$ cat config.mk
export PLATFORM = sky130hd
export DESIGN_NAME = clkc_top
export DESIGN_NICKNAME = d
export VERILOG_FILES = /design/src/clkc_pkg.sv /design/src/clkc_tick_if.sv /design/src/clkc_top.sv /design/src/clkc_div.sv
export SDC_FILE = /design/constraint.sdc
export NUM_CORES = 1
export LEC_CHECK = 0
export BUFFER_PORTS_ARGS = -buffer_cell sky130_fd_sc_hd__buf_2
export CORE_UTILIZATION = 31
export CTS_BUF_LIST = sky130_fd_sc_hd__clkbuf_8 sky130_fd_sc_hd__clkbuf_16
export DETAILED_ROUTE_END_ITERATION = 7
export PLACE_DENSITY = 0.47
export RECOVER_POWER = 50
export SLEW_MARGIN = 30
export SYNTH_ARGS = -nofsm -noshare
export SYNTH_HDL_FRONTEND = slang
export SYNTH_HIERARCHICAL = 1
export SYNTH_SLANG_ARGS = --single-unit
$ cat constraint.sdc
create_clock -name i_clk -period 3.6 [get_ports i_clk]
set_clock_uncertainty 0.15 [all_clocks]
set_input_delay 0.18 -clock i_clk [delete_from_list [all_inputs] [get_ports i_clk]]
set_output_delay 0.18 -clock i_clk [all_outputs]
set_load 0.05 [all_outputs]
$ cat src/clkc_pkg.sv
// constants, field layout and types for the system clock source control block
package clkc_pkg;
    // ------------------------------------------------------------
    // timing
    // ------------------------------------------------------------
    localparam int CLK_MHZ = 125;
    localparam int LOCK_TIME_US = 3000;
    localparam int LOCK_CYC = LOCK_TIME_US * CLK_MHZ;
    localparam int GAP_CYC = 2;
    localparam int HS_PER_48M = 2;
    localparam int HS_PER_2M = 48;
    localparam int T48_PER_100K = 480;

    // ------------------------------------------------------------
    // register offsets (byte addresses)
    // ------------------------------------------------------------
    localparam logic [7:0] OFS_TURBO = 8'h00;
    localparam logic [7:0] OFS_PROC = 8'h04;
    localparam logic [7:0] OFS_SRC32 = 8'h08;
    localparam logic [7:0] OFS_OSC = 8'h0C;
    localparam logic [7:0] OFS_CORE32 = 8'h10;
    localparam logic [7:0] OFS_MON_CTRL = 8'h14;
    localparam logic [7:0] OFS_MON_LIM = 8'h18;
    localparam logic [7:0] OFS_MON_N = 8'h1C;
    localparam logic [7:0] OFS_STATUS = 8'h20;

    // ------------------------------------------------------------
    // field positions
    // ------------------------------------------------------------
    localparam int TURBO_FAST_BIT = 0;
    localparam int OSC_SIL_BIT = 0;
    localparam int OSC_XTAL_BIT = 1;
    localparam int OSC_KEEP_BIT = 2;
    localparam int CORE_XTAL_BIT = 0;
    localparam int MON_EN_BIT = 0;
    localparam int MON_VALID_BIT = 1;
    localparam int LIM_MAX_LSB = 16;
    localparam int ST_PASS_BIT = 0;
    localparam int ST_FAIL_BIT = 1;
    localparam int ST_STABLE_BIT = 2;
    localparam int ST_PLL_BIT = 3;
    localparam int ST_FAST_BIT = 4;

    // ------------------------------------------------------------
    // reset values
    // ------------------------------------------------------------
    localparam logic [7:0] RST_PROC_DIV = 8'h01;
    localparam logic [15:0] RST_MON_MIN = 16'h0580;
    localparam logic [15:0] RST_MON_MAX = 16'h0620;
    localparam logic [15:0] RST_MON_N = 16'h0010;

    // ------------------------------------------------------------
    // types
    // ------------------------------------------------------------
    typedef enum logic [1:0] {
        SRC_SILICON = 2'h0,
        SRC_XTAL = 2'h1,
        SRC_SE_GPIO = 2'h2,
        SRC_SE_XTALPIN = 2'h3
    } clkc_src_type;

    typedef enum logic [3:0] {
        PS_OFF = 4'h1,
        PS_RING = 4'h2,
        PS_GAP = 4'h4,
        PS_PLL = 4'h8
    } clkc_pll_state_type;
endpackage

$ cat src/clkc_tick_if.sv
// tick strobes passed between the clock controller and its divider
`timescale 1ns/1ps
interface clkc_tick_if;
    logic hs_tick;
    logic fast;
    logic [7:0] proc_div;
    logic tick_48;
    logic tick_2m;
    logic tick_100k;
    logic mclk_tick;
    logic proc_tick;

    modport div (
        input hs_tick,
        input fast,
        input proc_div,
        output tick_48,
        output tick_2m,
        output tick_100k,
        output mclk_tick,
        output proc_tick
    );
    modport ctl (
        output hs_tick,
        output fast,
        output proc_div,
        input tick_48,
        input tick_2m,
        input tick_100k,
        input mclk_tick,
        input proc_tick
    );
endinterface

$ cat src/clkc_top.sv
// system clock source control: pll sequencing, glitch-free selects, 32 kHz sources, monitor
`timescale 1ns/1ps
module clkc_top
    import clkc_pkg::*;
#(
    parameter int LOCK_CYCLES = LOCK_CYC,
    parameter int GAP_CYCLES = GAP_CYC
) (
    // clock and reset
    input wire logic i_clk,
    input wire logic i_rst,
    // register port
    input wire logic [7:0] i_addr,
    input wire logic [31:0] i_wdata,
    input wire logic i_we,
    input wire logic i_re,
    output logic [31:0] o_rdata,
    // power state and analog status
    input wire logic i_deep_sleep,
    input wire logic i_core_supply_domain_off,
    input wire logic i_pll_lock,
    input wire logic i_hs_tick,
    input wire logic i_crystal_pin_b,
    // loop and main clock selects
    output logic o_pll_en,
    output logic o_sel_ring,
    output logic o_sel_pll,
    output logic o_gate_96,
    output logic o_gate_48,
    // derived ticks
    output logic o_mclk_tick,
    output logic o_periph_tick_48,
    output logic o_tick_2m,
    output logic o_tick_100k,
    output logic o_processor_clock_tick,
    // 32 kHz sources
    output logic [1:0] o_ref_src,
    output logic o_ref_from_xtal_pin,
    output logic o_silicon_osc_en,
    output logic o_crystal_en,
    output logic o_slow_domain_run,
    output logic o_core32_from_xtal,
    // monitor
    output logic o_mon_irq
);
    localparam int LW = $clog2(LOCK_CYCLES + 1);

    // ------------------------------------------------------------
    // registers
    // ------------------------------------------------------------
    logic turbo_fast_r;
    logic [7:0] proc_div_r;
    clkc_src_type src_r;
    logic [2:0] osc_r;
    logic core_xtal_r;
    logic [1:0] mon_ctrl_r;
    logic [15:0] mon_min_r, mon_max_r, mon_n_r;
    logic st_pass_r, st_fail_r;
    logic [31:0] rdata_r;

    function automatic logic ref_running(input clkc_src_type s, input logic [2:0] osc);
        unique case (s)
            SRC_SILICON: ref_running = osc[OSC_SIL_BIT];
            SRC_XTAL: ref_running = osc[OSC_XTAL_BIT];
            default: ref_running = 1'b1;
        endcase
    endfunction

    wire wr_turbo = i_we && (i_addr == OFS_TURBO);
    wire wr_proc = i_we && (i_addr == OFS_PROC);
    wire wr_src = i_we && (i_addr == OFS_SRC32);
    wire wr_osc = i_we && (i_addr == OFS_OSC);
    wire wr_core = i_we && (i_addr == OFS_CORE32);
    wire wr_mctl = i_we && (i_addr == OFS_MON_CTRL);
    wire wr_mlim = i_we && (i_addr == OFS_MON_LIM);
    wire wr_mn = i_we && (i_addr == OFS_MON_N);
    wire wr_stat = i_we && (i_addr == OFS_STATUS);
    wire src_change = wr_src && (i_wdata[1:0] != src_r);

    // ------------------------------------------------------------
    // loop sequencing
    // ------------------------------------------------------------
    clkc_pll_state_type st_r, st_nxt;
    logic [LW-1:0] lock_cnt_r;
    logic [7:0] gap_cnt_r;
    wire ref_ok = ref_running(src_r, osc_r);
    wire lock_done = ref_ok && (lock_cnt_r == LW'(LOCK_CYCLES - 1));
    wire stable = ref_ok && (i_pll_lock || lock_done);
    wire gap_done = (gap_cnt_r >= 8'(GAP_CYCLES));

    always_comb begin
        st_nxt = st_r;
        unique case (st_r)
            PS_OFF: if (!i_deep_sleep && gap_done) st_nxt = PS_RING;
            PS_RING: if (stable) st_nxt = PS_GAP;
            PS_GAP: if (gap_done) st_nxt = PS_PLL;
            PS_PLL: st_nxt = PS_PLL;
            default: st_nxt = PS_OFF;
        endcase
        if (i_deep_sleep || src_change) begin
            st_nxt = PS_OFF;
        end
    end

    always_ff @(posedge i_clk) begin
        if (i_rst) begin
            st_r <= PS_RING;
            lock_cnt_r <= '0;
            gap_cnt_r <= 8'h00;
        end else begin
            st_r <= st_nxt;
            if (st_r != PS_RING || !ref_ok || st_nxt != PS_RING) begin
                lock_cnt_r <= '0;
            end else if (!lock_done) begin
                lock_cnt_r <= LW'(lock_cnt_r + 1'b1);
            end
            if (st_nxt != st_r) begin
                gap_cnt_r <= 8'h00;
            end else if (!gap_done) begin
                gap_cnt_r <= 8'(gap_cnt_r + 8'h01);
            end
        end
    end

    assign o_pll_en = (st_r != PS_OFF);
    assign o_sel_ring = (st_r == PS_RING);
    assign o_sel_pll = (st_r == PS_PLL);

    // ------------------------------------------------------------
    // turbo select, break-before-make
    // ------------------------------------------------------------
    logic fast_act_r, fgate_r;
    logic [7:0] fgap_r;
    always_ff @(posedge i_clk) begin
        if (i_rst) begin
            fast_act_r <= 1'b0;
            fgate_r <= 1'b1;
            fgap_r <= 8'h00;
        end else if (fgate_r) begin
            if (turbo_fast_r != fast_act_r) begin
                fgate_r <= 1'b0;
                fgap_r <= 8'h00;
            end
        end else if (fgap_r >= 8'(GAP_CYCLES)) begin
            fast_act_r <= turbo_fast_r;
            fgate_r <= 1'b1;
        end else begin
            fgap_r <= 8'(fgap_r + 8'h01);
        end
    end
    assign o_gate_96 = fgate_r && fast_act_r;
    assign o_gate_48 = fgate_r && !fast_act_r;

    // ------------------------------------------------------------
    // dividers
    // ------------------------------------------------------------
    clkc_tick_if tk();
    // the high-speed tick is held off while both sources are deselected
    assign tk.hs_tick = i_hs_tick && (o_sel_ring || o_sel_pll);
    assign tk.fast = fast_act_r && fgate_r;
    assign tk.proc_div = proc_div_r;

    clkc_div u_div (
        .i_clk(i_clk),
        .i_rst(i_rst),
        .t(tk.div)
    );

    assign o_mclk_tick = tk.mclk_tick;
    assign o_periph_tick_48 = tk.tick_48;
    assign o_tick_2m = tk.tick_2m;
    assign o_tick_100k = tk.tick_100k;
    assign o_processor_clock_tick = tk.proc_tick;

    // ------------------------------------------------------------
    // 32 kHz sources
    // ------------------------------------------------------------
    assign o_ref_src = src_r;
    assign o_ref_from_xtal_pin = (src_r == SRC_SE_XTALPIN);
    assign o_silicon_osc_en = osc_r[OSC_SIL_BIT];
    assign o_crystal_en = osc_r[OSC_XTAL_BIT];
    assign o_slow_domain_run = ref_ok && (!i_core_supply_domain_off || osc_r[OSC_KEEP_BIT]);
    assign o_core32_from_xtal = core_xtal_r;

    // ------------------------------------------------------------
    // crystal monitor
    // ------------------------------------------------------------
    logic xtal_d_r;
    logic [15:0] per_r, good_r;
    wire mon_on = mon_ctrl_r[MON_EN_BIT] && mon_ctrl_r[MON_VALID_BIT];
    wire xtal_rise = i_crystal_pin_b && !xtal_d_r;
    wire per_ok = (per_r >= mon_min_r) && (per_r <= mon_max_r);
    wire too_long = tk.tick_48 && (per_r > mon_max_r);
    wire set_fail = mon_on && ((xtal_rise && !per_ok) || too_long);
    wire set_pass = mon_on && xtal_rise && per_ok && (16'(good_r + 16'h0001) >= mon_n_r);

    always_ff @(posedge i_clk) begin
        if (i_rst) begin
            xtal_d_r <= 1'b0;
            per_r <= 16'h0000;
            good_r <= 16'h0000;
        end else begin
            xtal_d_r <= i_crystal_pin_b;
            if (!mon_on || xtal_rise) begin
                per_r <= 16'h0000;
            end else if (tk.tick_48 && per_r != 16'hFFFF) begin
                per_r <= 16'(per_r + 16'h0001);
            end
            if (!mon_on || set_fail) begin
                good_r <= 16'h0000;
            end else if (xtal_rise && per_ok && good_r != 16'hFFFF) begin
                good_r <= 16'(good_r + 16'h0001);
            end
        end
    end
    assign o_mon_irq = st_pass_r || st_fail_r;

    // ------------------------------------------------------------
    // register writes and reads
    // ------------------------------------------------------------
    always_ff @(posedge i_clk) begin
        if (i_rst) begin
            turbo_fast_r <= 1'b0;
            proc_div_r <= RST_PROC_DIV;
            src_r <= SRC_SILICON;
            osc_r <= 3'h0;
            core_xtal_r <= 1'b0;
            mon_ctrl_r <= 2'h0;
            mon_min_r <= RST_MON_MIN;
            mon_max_r <= RST_MON_MAX;
            mon_n_r <= RST_MON_N;
            st_pass_r <= 1'b0;
            st_fail_r <= 1'b0;
        end else begin
            if (wr_turbo) turbo_fast_r <= i_wdata[TURBO_FAST_BIT];
            if (wr_proc) proc_div_r <= i_wdata[7:0];
            if (wr_src) src_r <= clkc_src_type'(i_wdata[1:0]);
            if (wr_osc) osc_r <= i_wdata[2:0];
            if (wr_core) core_xtal_r <= i_wdata[CORE_XTAL_BIT];
            if (wr_mctl) mon_ctrl_r <= i_wdata[1:0];
            if (wr_mlim) begin
                mon_min_r <= i_wdata[15:0];
                mon_max_r <= i_wdata[LIM_MAX_LSB+15:LIM_MAX_LSB];
            end
            if (wr_mn) mon_n_r <= i_wdata[15:0];
            // a new event in the clearing cycle wins over the clear
            st_pass_r <= set_pass || (st_pass_r && !(wr_stat && i_wdata[ST_PASS_BIT]));
            st_fail_r <= set_fail || (st_fail_r && !(wr_stat && i_wdata[ST_FAIL_BIT]));
        end
    end

    logic [31:0] rd_mux;
    always_comb begin
        rd_mux = 32'h0000_0000;
        unique case (i_addr)
            OFS_TURBO: rd_mux[TURBO_FAST_BIT] = turbo_fast_r;
            OFS_PROC: rd_mux[7:0] = proc_div_r;
            OFS_SRC32: rd_mux[1:0] = src_r;
            OFS_OSC: rd_mux[2:0] = osc_r;
            OFS_CORE32: rd_mux[CORE_XTAL_BIT] = core_xtal_r;
            OFS_MON_CTRL: rd_mux[1:0] = mon_ctrl_r;
            OFS_MON_LIM: rd_mux = {mon_max_r, mon_min_r};
            OFS_MON_N: rd_mux[15:0] = mon_n_r;
            OFS_STATUS: begin
                rd_mux[ST_PASS_BIT] = st_pass_r;
                rd_mux[ST_FAIL_BIT] = st_fail_r;
                rd_mux[ST_STABLE_BIT] = stable;
                rd_mux[ST_PLL_BIT] = o_sel_pll;
                rd_mux[ST_FAST_BIT] = fast_act_r;
            end
            default: rd_mux = 32'h0000_0000;
        endcase
    end

    always_ff @(posedge i_clk) begin
        if (i_rst) begin
            rdata_r <= 32'h0000_0000;
        end else begin
            rdata_r <= i_re ? rd_mux : 32'h0000_0000;
        end
    end
    assign o_rdata = rdata_r;

    // ------------------------------------------------------------
    // assertions
    // ------------------------------------------------------------
    a_sleep_pll_off: assert property (@(posedge i_clk) disable iff (i_rst)
        i_deep_sleep |=> !o_pll_en && !o_sel_pll)
        else $error("loop still on in deepest sleep");
    a_ring_until_stable: assert property (@(posedge i_clk) disable iff (i_rst)
        (o_sel_ring && !stable) |=> !o_sel_pll)
        else $error("loop selected before stable");
    a_lock_timeout: assert property (@(posedge i_clk) disable iff (i_rst)
        (o_sel_ring && lock_done && !i_deep_sleep && !src_change) |=> (st_r == PS_GAP))
        else $error("lock interval elapsed without handover");
    a_turbo_follow: assert property (@(posedge i_clk) disable iff (i_rst)
        (fgate_r && turbo_fast_r != fast_act_r && !wr_turbo) |=> !fgate_r [*2])
        else $error("turbo change did not open a gap");
    a_no_both_sel: assert property (@(posedge i_clk) disable iff (i_rst)
        !(o_sel_ring && o_sel_pll) && !(o_gate_96 && o_gate_48))
        else $error("two clock sources selected together");
    a_pll_gap_before: assert property (@(posedge i_clk) disable iff (i_rst)
        $rose(o_sel_pll) |-> $past(!o_sel_ring, 1) && $past(!o_sel_ring, 2))
        else $error("loop selected with no dead gap");
    a_src_restart: assert property (@(posedge i_clk) disable iff (i_rst)
        src_change |=> !o_pll_en ##1 !o_sel_pll)
        else $error("source change did not restart loop");
    a_pass_irq: assert property (@(posedge i_clk) disable iff (i_rst)
        set_pass |=> st_pass_r && o_mon_irq)
        else $error("pass not flagged");
    a_slow_keep: assert property (@(posedge i_clk) disable iff (i_rst)
        (i_core_supply_domain_off && !osc_r[OSC_KEEP_BIT]) |-> !o_slow_domain_run)
        else $error("32 kHz domain runs with core off and no keep");
    a_fail_irq: assert property (@(posedge i_clk) disable iff (i_rst)
        set_fail |=> st_fail_r && o_mon_irq)
        else $error("fail not flagged");
    a_turbo_gap: assert property (@(posedge i_clk) disable iff (i_rst)
        ($rose(o_gate_96) || $rose(o_gate_48)) |->
            $past(!o_gate_96 && !o_gate_48, 1) && $past(!o_gate_96 && !o_gate_48, 2))
        else $error("turbo gate opened with no dead gap");
endmodule

$ cat src/clkc_div.sv
// divider producing the 48 MHz, 2 MHz, 100 kHz, main and processor tick strobes
`timescale 1ns/1ps
module clkc_div
    import clkc_pkg::*;
#(
    parameter int N48 = HS_PER_48M,
    parameter int N2M = HS_PER_2M,
    parameter int N100K = T48_PER_100K
) (
    // clock and reset
    input wire logic i_clk,
    input wire logic i_rst,
    // tick strobes
    clkc_tick_if.div t
);
    // counts are in source ticks, not time, so an unlocked ring of any rate is fine
    function automatic logic [15:0] wrap_inc(input logic [15:0] cnt, input int lim);
        wrap_inc = (cnt >= 16'(lim - 1)) ? 16'h0000 : 16'(cnt + 16'h0001);
    endfunction

    logic [15:0] c48_r, c2m_r, c100k_r, cproc_r;
    logic [7:0] div_eff;
    wire last48 = t.hs_tick && (c48_r >= 16'(N48 - 1));
    wire last2m = t.hs_tick && (c2m_r >= 16'(N2M - 1));
    wire last100k = last48 && (c100k_r >= 16'(N100K - 1));
    assign div_eff = (t.proc_div == 8'h00) ? 8'h01 : t.proc_div;
    assign t.mclk_tick = t.fast ? t.hs_tick : last48;
    wire lastproc = t.mclk_tick && (cproc_r >= 16'({8'h00, div_eff} - 16'h0001));

    always_ff @(posedge i_clk) begin
        if (i_rst) begin
            c48_r <= 16'h0000;
            c2m_r <= 16'h0000;
            c100k_r <= 16'h0000;
            cproc_r <= 16'h0000;
        end else begin
            if (t.hs_tick) begin
                c48_r <= wrap_inc(c48_r, N48);
                c2m_r <= wrap_inc(c2m_r, N2M);
            end
            if (last48) begin
                c100k_r <= wrap_inc(c100k_r, N100K);
            end
            if (t.mclk_tick) begin
                cproc_r <= wrap_inc(cproc_r, int'(div_eff));
            end
        end
    end

    assign t.tick_48 = last48;
    assign t.tick_2m = last2m;
    assign t.tick_100k = last100k;
    assign t.proc_tick = lastproc;

    a_tick2m_spacing: assert property (@(posedge i_clk) disable iff (i_rst)
        t.tick_2m |=> !t.tick_2m [*8])
        else $error("2 MHz tick repeated too soon");
    a_tick100k_from48: assert property (@(posedge i_clk) disable iff (i_rst)
        t.tick_100k |-> t.tick_48)
        else $error("100 kHz tick not aligned to 48 MHz tick");
endmodule

==> run summary, run 1 <==
Pre-antenna DRT Iters - 5
Worst setup EP type - primary output
Clk pwr share - 52.0%
Critical Path Most Common Cell - a31oi_1
Comb pwr share - 4.2%
Most frequent cells in the layout - 233 x dfxtp_1, 176 x nand2_1, 137 x nor2_1
Cell row count - 71
Crit path buf inv count - 1
VDD IR max - 0.000212 V
Via count - 10100
Setup violations, final - 0
Switching power - 1340 µW
Clock Path Buffers - 3
Crit-path cells - nor4_4 > a31oi_1 > ha_2 > nand2_1 > nor3_2 > xnor2_1 > ha_1 > nand4_1 > a21oi_1 > nand3b_1 > a31oi_1 > buf_4
Detailed-route wire length - 32300 µm
Compound-Gate Fraction of Synth Area - 14.5%
Violated checks - capacitance limit, slew limit
Horiz. Die Dim - 197 µm
NumNets Final - 1669
Async S/R FF share, synth - 0%
Routability congestion estimate - 0.784
Fin area - 0.0144 mm²
Final hold violation count - 0
Initial antenna violation count - 0
Commonest non-fill, non-tap cell in the layout - dfxtp_1
Drt first-iter violations - 488
Number of global-route vias before repair - 9884
Sw Ratio - 22.3%
Hold/Removal Path Class - in2reg
P_leak - 0.00535 µW
DRC viols - 0
Power Internal - 4680 µW
Pin count of the biggest net entering global routing - 42
PwrDens - 419 mW/mm²
Gr usage total - 16.7%
Delay-heaviest family, CP - simple AND/OR/NAND/NOR gates
Max stage delay on crit path - 0.36 ns
Unique masters post-synth - 80
Dpl cell area - 0.0128 mm²
CTS H-Tree Depth - 1
Netlist Area Pre-Place - 0.0118 mm²
First-pass GRT wire length - 52800 µm
Max-cap violations - 2
WP data arrival - 3.06 ns
Placed cells - 1965
Number of port buffers - 98
Area grow syn2layout - 21.3%
Critical path class - reg2out
Number of antenna cells inserted - 0
CTS Buf Count - 29
Final slew viol count - 71
Layout cell share with drive strength beyond 1 - 10.5%
Critical Path Start Type - flip-flop
Layout Cells excl Fill - 2073
Critical path fanouts, max - 5
Die Footprint - 0.0390 mm²
Min Hold Slack - 0.0838 ns
Mapped Cells - 1401
Clock latency at the later pin of the worst-skew pair - 0.56 ns
Post-DRT Antenna Nets - 0
Post-detail-place hpwl - 22800 µm
Number of synthesized flops with an enable pin - 0
Multiplexer share of the synthesized area - 1.11%
Seq pwr share - 43.8%
Tmin final - 3.39 ns
Root Driver - clkbuf_16
Status - finished with violations
Core Region - 0.0377 mm²
CTS tree - yes
#FFs+latches synth - 237
Crit path max-delay cell type - dfxtp_2
Die H - 197 µm
Post-synthesis simple-gate area fraction - 24.9%
Avg WL per Cell - 15.6 µm
Worst-margin pin slew - 1.80 ns
Top_reg_cell synth - dfxtp_1
I/O Pins - 99
Seq/Total Area, Yosys - 40.1%
DR vias/cell - 4.89
Synth Warn # - 6
Worst-path clk slew - 0.06 ns
Clk sink count - 237
Syn Area/Cell - 8.46 µm²
Post-Synth Adder-Cell Area - 8.24%
Initial core utilization - 31.5%
Final period utilization - 94.3%
Syn Nets - 1528
Fmax - 295 MHz
Slew headroom - -19.7%
CP Data Required Time - 3.27 ns
GRT overflow - 0
Largest family of logic cells by synthesized area - simple AND/OR/NAND/NOR gates
Fin util - 38.2%
XOR/XNOR Fraction of Synth Area - 6.14%
[through the flow]
step	setup WS (ns)	TNS, ns	total power (µW)
2_1_floorplan	0.297	0	2830
3_3_place_gp	0.481	0	2910
3_5_place_dp	0.413	0	2910
4_1_cts	0.00395	0	6120
5_1_grt	-0.00579	-0.00579	6250
6_report	0.206	0	6030
[cells in the mapped netlist (7+ instances only)]
cell type | count | area, µm²
a21oi_1 | 115 | 576
nor2_2 | 11 | 68.8
nor3_1 | 19 | 95.1
and3_1 | 31 | 194
nand3_1 | 43 | 215
o21ai_0 | 29 | 145
nor2b_1 | 10 | 62.6
or3_1 | 15 | 93.8
inv_1 | 76 | 285
and2_1 | 17 | 106
nand2_1 | 176 | 661
o211ai_1 | 11 | 82.6
xnor2_1 | 38 | 333
o31ai_1 | 16 | 120
a211oi_1 | 9 | 67.6
ha_1 | 78 | 976
nor2_1 | 136 | 510
or4_1 | 12 | 90.1
dfxtp_1 | 237 | 4740
clkbuf_1 | 50 | 188
nor4_1 | 30 | 188
nand2b_1 | 7 | 43.8
nand3b_1 | 13 | 97.6
a22o_1 | 9 | 78.8
nand4_1 | 31 | 194
xor2_1 | 45 | 394
mux2i_1 | 12 | 120
a31oi_1 | 18 | 113
and4_1 | 9 | 78.8
[power groups by stage]
stage               sequential, µW  combinational, µW  clock (µW)
floorplan                     2700                134           0
global placement              2700                215           0
detailed placement            2700                215           0
CTS                           2640                255        3220
global route                  2640                275        3340
finish                        2640                251        3130
[cell type report]
type,instances,area (µm²)
well taps,511,639
inverters,77,290
multi-input cells,1024,6550
flip-flops and latches,237,4750
repair buffers,173,1120
fillers,3944,23300
clock inverters,15,201
clock buffers,36,822
[state kept, by name, summed over array words and instances (netlist names), 2 cells and up]
signal / count
mon_ctrl_r: 2
mon_n_r: 16
u_div/c2m_r: 16
o_rdata: 32
gap_cnt_r: 8
proc_div_r: 8
fgap_r: 8
mon_min_r: 16
u_div/c48_r: 16
o_ref_src: 2
mon_max_r: 16
u_div/cproc_r: 16
lock_cnt_r: 19
good_r: 16
u_div/c100k_r: 16
per_r: 16
osc_r: 3
st_r: 4
[final timing paths]
check                                                 from                         to  slack [ns]  cells past startpoint
worst max-delay path            proc_div_r[6]$_SDFFE_PP0P_     o_processor_clock_tick        0.21                     12
worst min-delay path                                  i_re      o_rdata[3]$_SDFF_PP0_        0.08                      3
worst max register to register          st_r[1]$_SDFF_PP1_     per_r[11]$_SDFFE_PP0P_        0.31                      9
worst min register to register   gap_cnt_r[6]$_SDFFE_PP0N_  gap_cnt_r[6]$_SDFFE_PP0N_        0.28                      2
[repair_timing]
item,4_1_cts,5_1_grt
pin swaps,0,5
hold buffers,55,0
setup endpoints to repair,1,1
resized for setup,3,11
hold endpoints to repair,71,0
buffers inserted,0,2
[worst register-to-register path, stage by stage (launching register included)]
cell and delay [ns]:
dfxtp_1 0.51, xnor2_1 0.14, nor4b_2 0.47, inv_1 0.13, a41o_1 0.36, clkinvlp_2 0.27, o31ai_2 0.17, or3_1 0.54
or3_1 0.38, a21oi_1 0.14
[per-layer routing]
layer	share of wire (%)	up-vias	wire (µm)	GRT usage [%]
met5	0	-	0	0
met4	1.7	0	544	4.48
met3	4.8	27	1560	2.41
met2	44	176	14100	26.5
met1	50	4716	16100	23.5
li1	-	5225	-	-
[cells by family after synthesis]
family / count (synthesis)
AOI/OAI and AO/OA: 264
xor gates and xnor gates: 83
adders and majority gates: 78
buffers and inverters: 140
DFF: 237
muxes: 13
and+or+nand+nor: 586
Power figures use the tool's default switching activity.
==> run 2: changes to the inputs <==
--- a/config.mk
+++ b/config.mk
@@ -6,6 +6,7 @@
 export NUM_CORES = 1
 export LEC_CHECK = 0
 export BUFFER_PORTS_ARGS = -buffer_cell sky130_fd_sc_hd__buf_2
+export CORE_MARGIN = 2
 export CORE_UTILIZATION = 31
 export CTS_BUF_LIST = sky130_fd_sc_hd__clkbuf_8 sky130_fd_sc_hd__clkbuf_16
 export DETAILED_ROUTE_END_ITERATION = 7
==> run 2 against run 1 <==
  * The flow finishes with violations (capacitance limit)
  * Hold slack worse by 0.011 ns
  * Die area rose by 2.0%
  * Sequential share of layout area increased by 0.37 points
  * Global-route usage decreased by 0.62 points
  * First-iteration DRC count rose by 0.82%
  * Worst setup slack worse by 0.0039 ns
  * Wire length shrank 0.45%
  * Utilization decreased by 0.39 points
  * Largest cell class unchanged
==> run summary, run 2 (synthesis gave the netlist of run 1 again) <==
CTS tree - yes
Critical path fanouts, max - 5
Detailed-route wire length - 32100 µm
I/O Pins - 99
P_leak - 0.00529 µW
Layout cell share with drive strength beyond 1 - 10.7%
Setup violations, final - 0
Clock Path Buffers - 3
Tmin final - 3.40 ns
Via count - 10100
First-pass GRT wire length - 51700 µm
Die H - 199 µm
Critical path class - reg2out
Final slew viol count - 0
Min Hold Slack - 0.0729 ns
NumNets Final - 1660
Worst-path clk slew - 0.05 ns
Multi-input logic area - 0.00659 mm²
Number of port buffers - 98
Worst r2r src - st_r[1]$_SDFF_PP1_
Cell row count - 71
Die Footprint - 0.0398 mm²
DRC viols - 0
Fmax - 294 MHz
Post-detail-place hpwl - 22900 µm
Status - finished with violations
Hold/Removal Path Class - in2reg
Area grow syn2layout - 20.1%
Initial core utilization - 31.5%
CP Capture Point - o_processor_clock_tick
Post-DRT Antenna Nets - 0
Slew headroom - 0.141%
Root Driver - clkbuf_16
Final hold violation count - 0
Fillcell total - 3942
Critical Path Start - proc_div_r[6]$_SDFFE_PP0P_
DP Worst Slack - 0.298 ns
DR vias/cell - 4.90
Drt first-iter violations - 492
Uppermost layer routed - met4
Number of global-route vias before repair - 9787
Max-cap violations - 1
CTS Buf Count - 29
GRT overflow - 0
R2R cell count - 9
Met1 WL - 16100 µm
Commonest non-fill, non-tap cell in the layout - dfxtp_1
R2r setup slk - 0.40 ns
Clk sink count - 237
Violated checks - capacitance limit
Avg WL per Cell - 15.6 µm
Number of antenna cells inserted - 0
Worst setup EP type - primary output
Clock latency at the later pin of the worst-skew pair - 0.57 ns
Most frequent cells in the layout - 232 x dfxtp_1, 176 x nand2_1, 137 x nor2_1
Horiz. Die Dim - 199 µm
Routability congestion estimate - 0.789
Reg-to-Reg End - good_r[2]$_SDFFE_PP0P_
Pre-antenna DRT Iters - 5
Core Region - 0.0377 mm²
Critical Path Start Type - flip-flop
WP data arrival - 3.07 ns
Initial antenna violation count - 0
Largest register FFs - 32
Final period utilization - 94.4%
Storage cell area - 0.00475 mm²
CP Data Required Time - 3.27 ns
PwrDens - 403 mW/mm²
Pin count of the biggest net entering global routing - 42
Met2 WL - 13900 µm
Setup slack after layout - 0.202 ns
VDD IR max - 0.000364 V
Metal3 WL - 1340 µm
Gr usage total - 16.1%
Worst-margin pin slew - 1.50 ns
CTS H-Tree Depth - 1
==> run 2: cell types whose count changed in the layout (fill, tap and decap cells not counted), sizes merged <==
cell	change
dlygate4sd3	-8
buf	+1
clkbuf	-1
bufinv	-4
clkinvlp	-3
inv	+4
clkinv	-2
==> run 2: through the flow <==
stage               area (µm²)  utilization (%)  setup TNS [ns]  power [µW]  std cells
finish                   14200             37.8               0        5730       2060
global route             14200             37.8         -0.0106        5940       2060
detailed placement       12800             34.0               0        2910       1964
global placement         12800             34.0               0        2910       1964
floorplan                11800                -               0        2830       1401
CTS                      14300             37.8               0        5840       2058
==> run 2: final cells by class <==
cell class,instances,area share (%)
inverters,77,2.05
repair buffers,164,7.28
multi-input cells,1024,46.3
well taps,511,4.49
clock inverters,10,0.589
clock buffers,37,5.87
flip-flops and latches,237,33.4
==> run 2: where the power goes <==
group	total, µW	leakage (µW)	internal, µW	switching [µW]
registers	2640	0.00191	2630	10.1
logic	250	0.00290	95.0	155
clock network	2840	0.000477	1680	1160
total	5730	0.00529	4410	1320
==> run 2: worst min path at each step <==
stage                     cells after the start                              end        start
final                                         3            o_rdata[6]$_SDFF_PP0_         i_re
after global routing                          5  o_core32_from_xtal$_SDFFE_PP0P_    i_addr[4]
after CTS                                     5  o_core32_from_xtal$_SDFFE_PP0P_    i_addr[4]
after detailed placement                      3       mon_max_r[10]$_SDFFE_PP1P_  i_wdata[26]
after global placement                        3       mon_max_r[10]$_SDFFE_PP1P_  i_wdata[26]
after floorplan                               1    u_div/c100k_r[1]$_SDFFE_PP0P_        i_rst
==> run 2: what timing repair did <==
action                     CTS  global route
hold endpoints to repair    74             0
hold buffers                47             0
resized for setup           11            10
setup buffers                0             2
setup endpoints to repair    1             1
gates cloned                 0             0
pin swaps                    0             7
==> run 2: layer usage <==
layer | GRT usage (%) | vias up
li1 | - | 5187
met1 | 22.5 | 4712
met2 | 25.1 | 144
met3 | 3.14 | 47
met4 | 4.47 | 0
met5 | 0 | -
==> run 2: critical path, cell delays in order, from the launching register on <==
cell and delay [ns]:
dfxtp_2 0.36, nor4_4 0.36, a31oi_2 0.16, ha_2 0.25
nand2_1 0.12, nor3_2 0.05, xnor2_1 0.12, ha_1 0.29
nand4_1 0.09, a21oi_1 0.13, nand3b_1 0.13, a31oi_1 0.19
buf_4 0.24
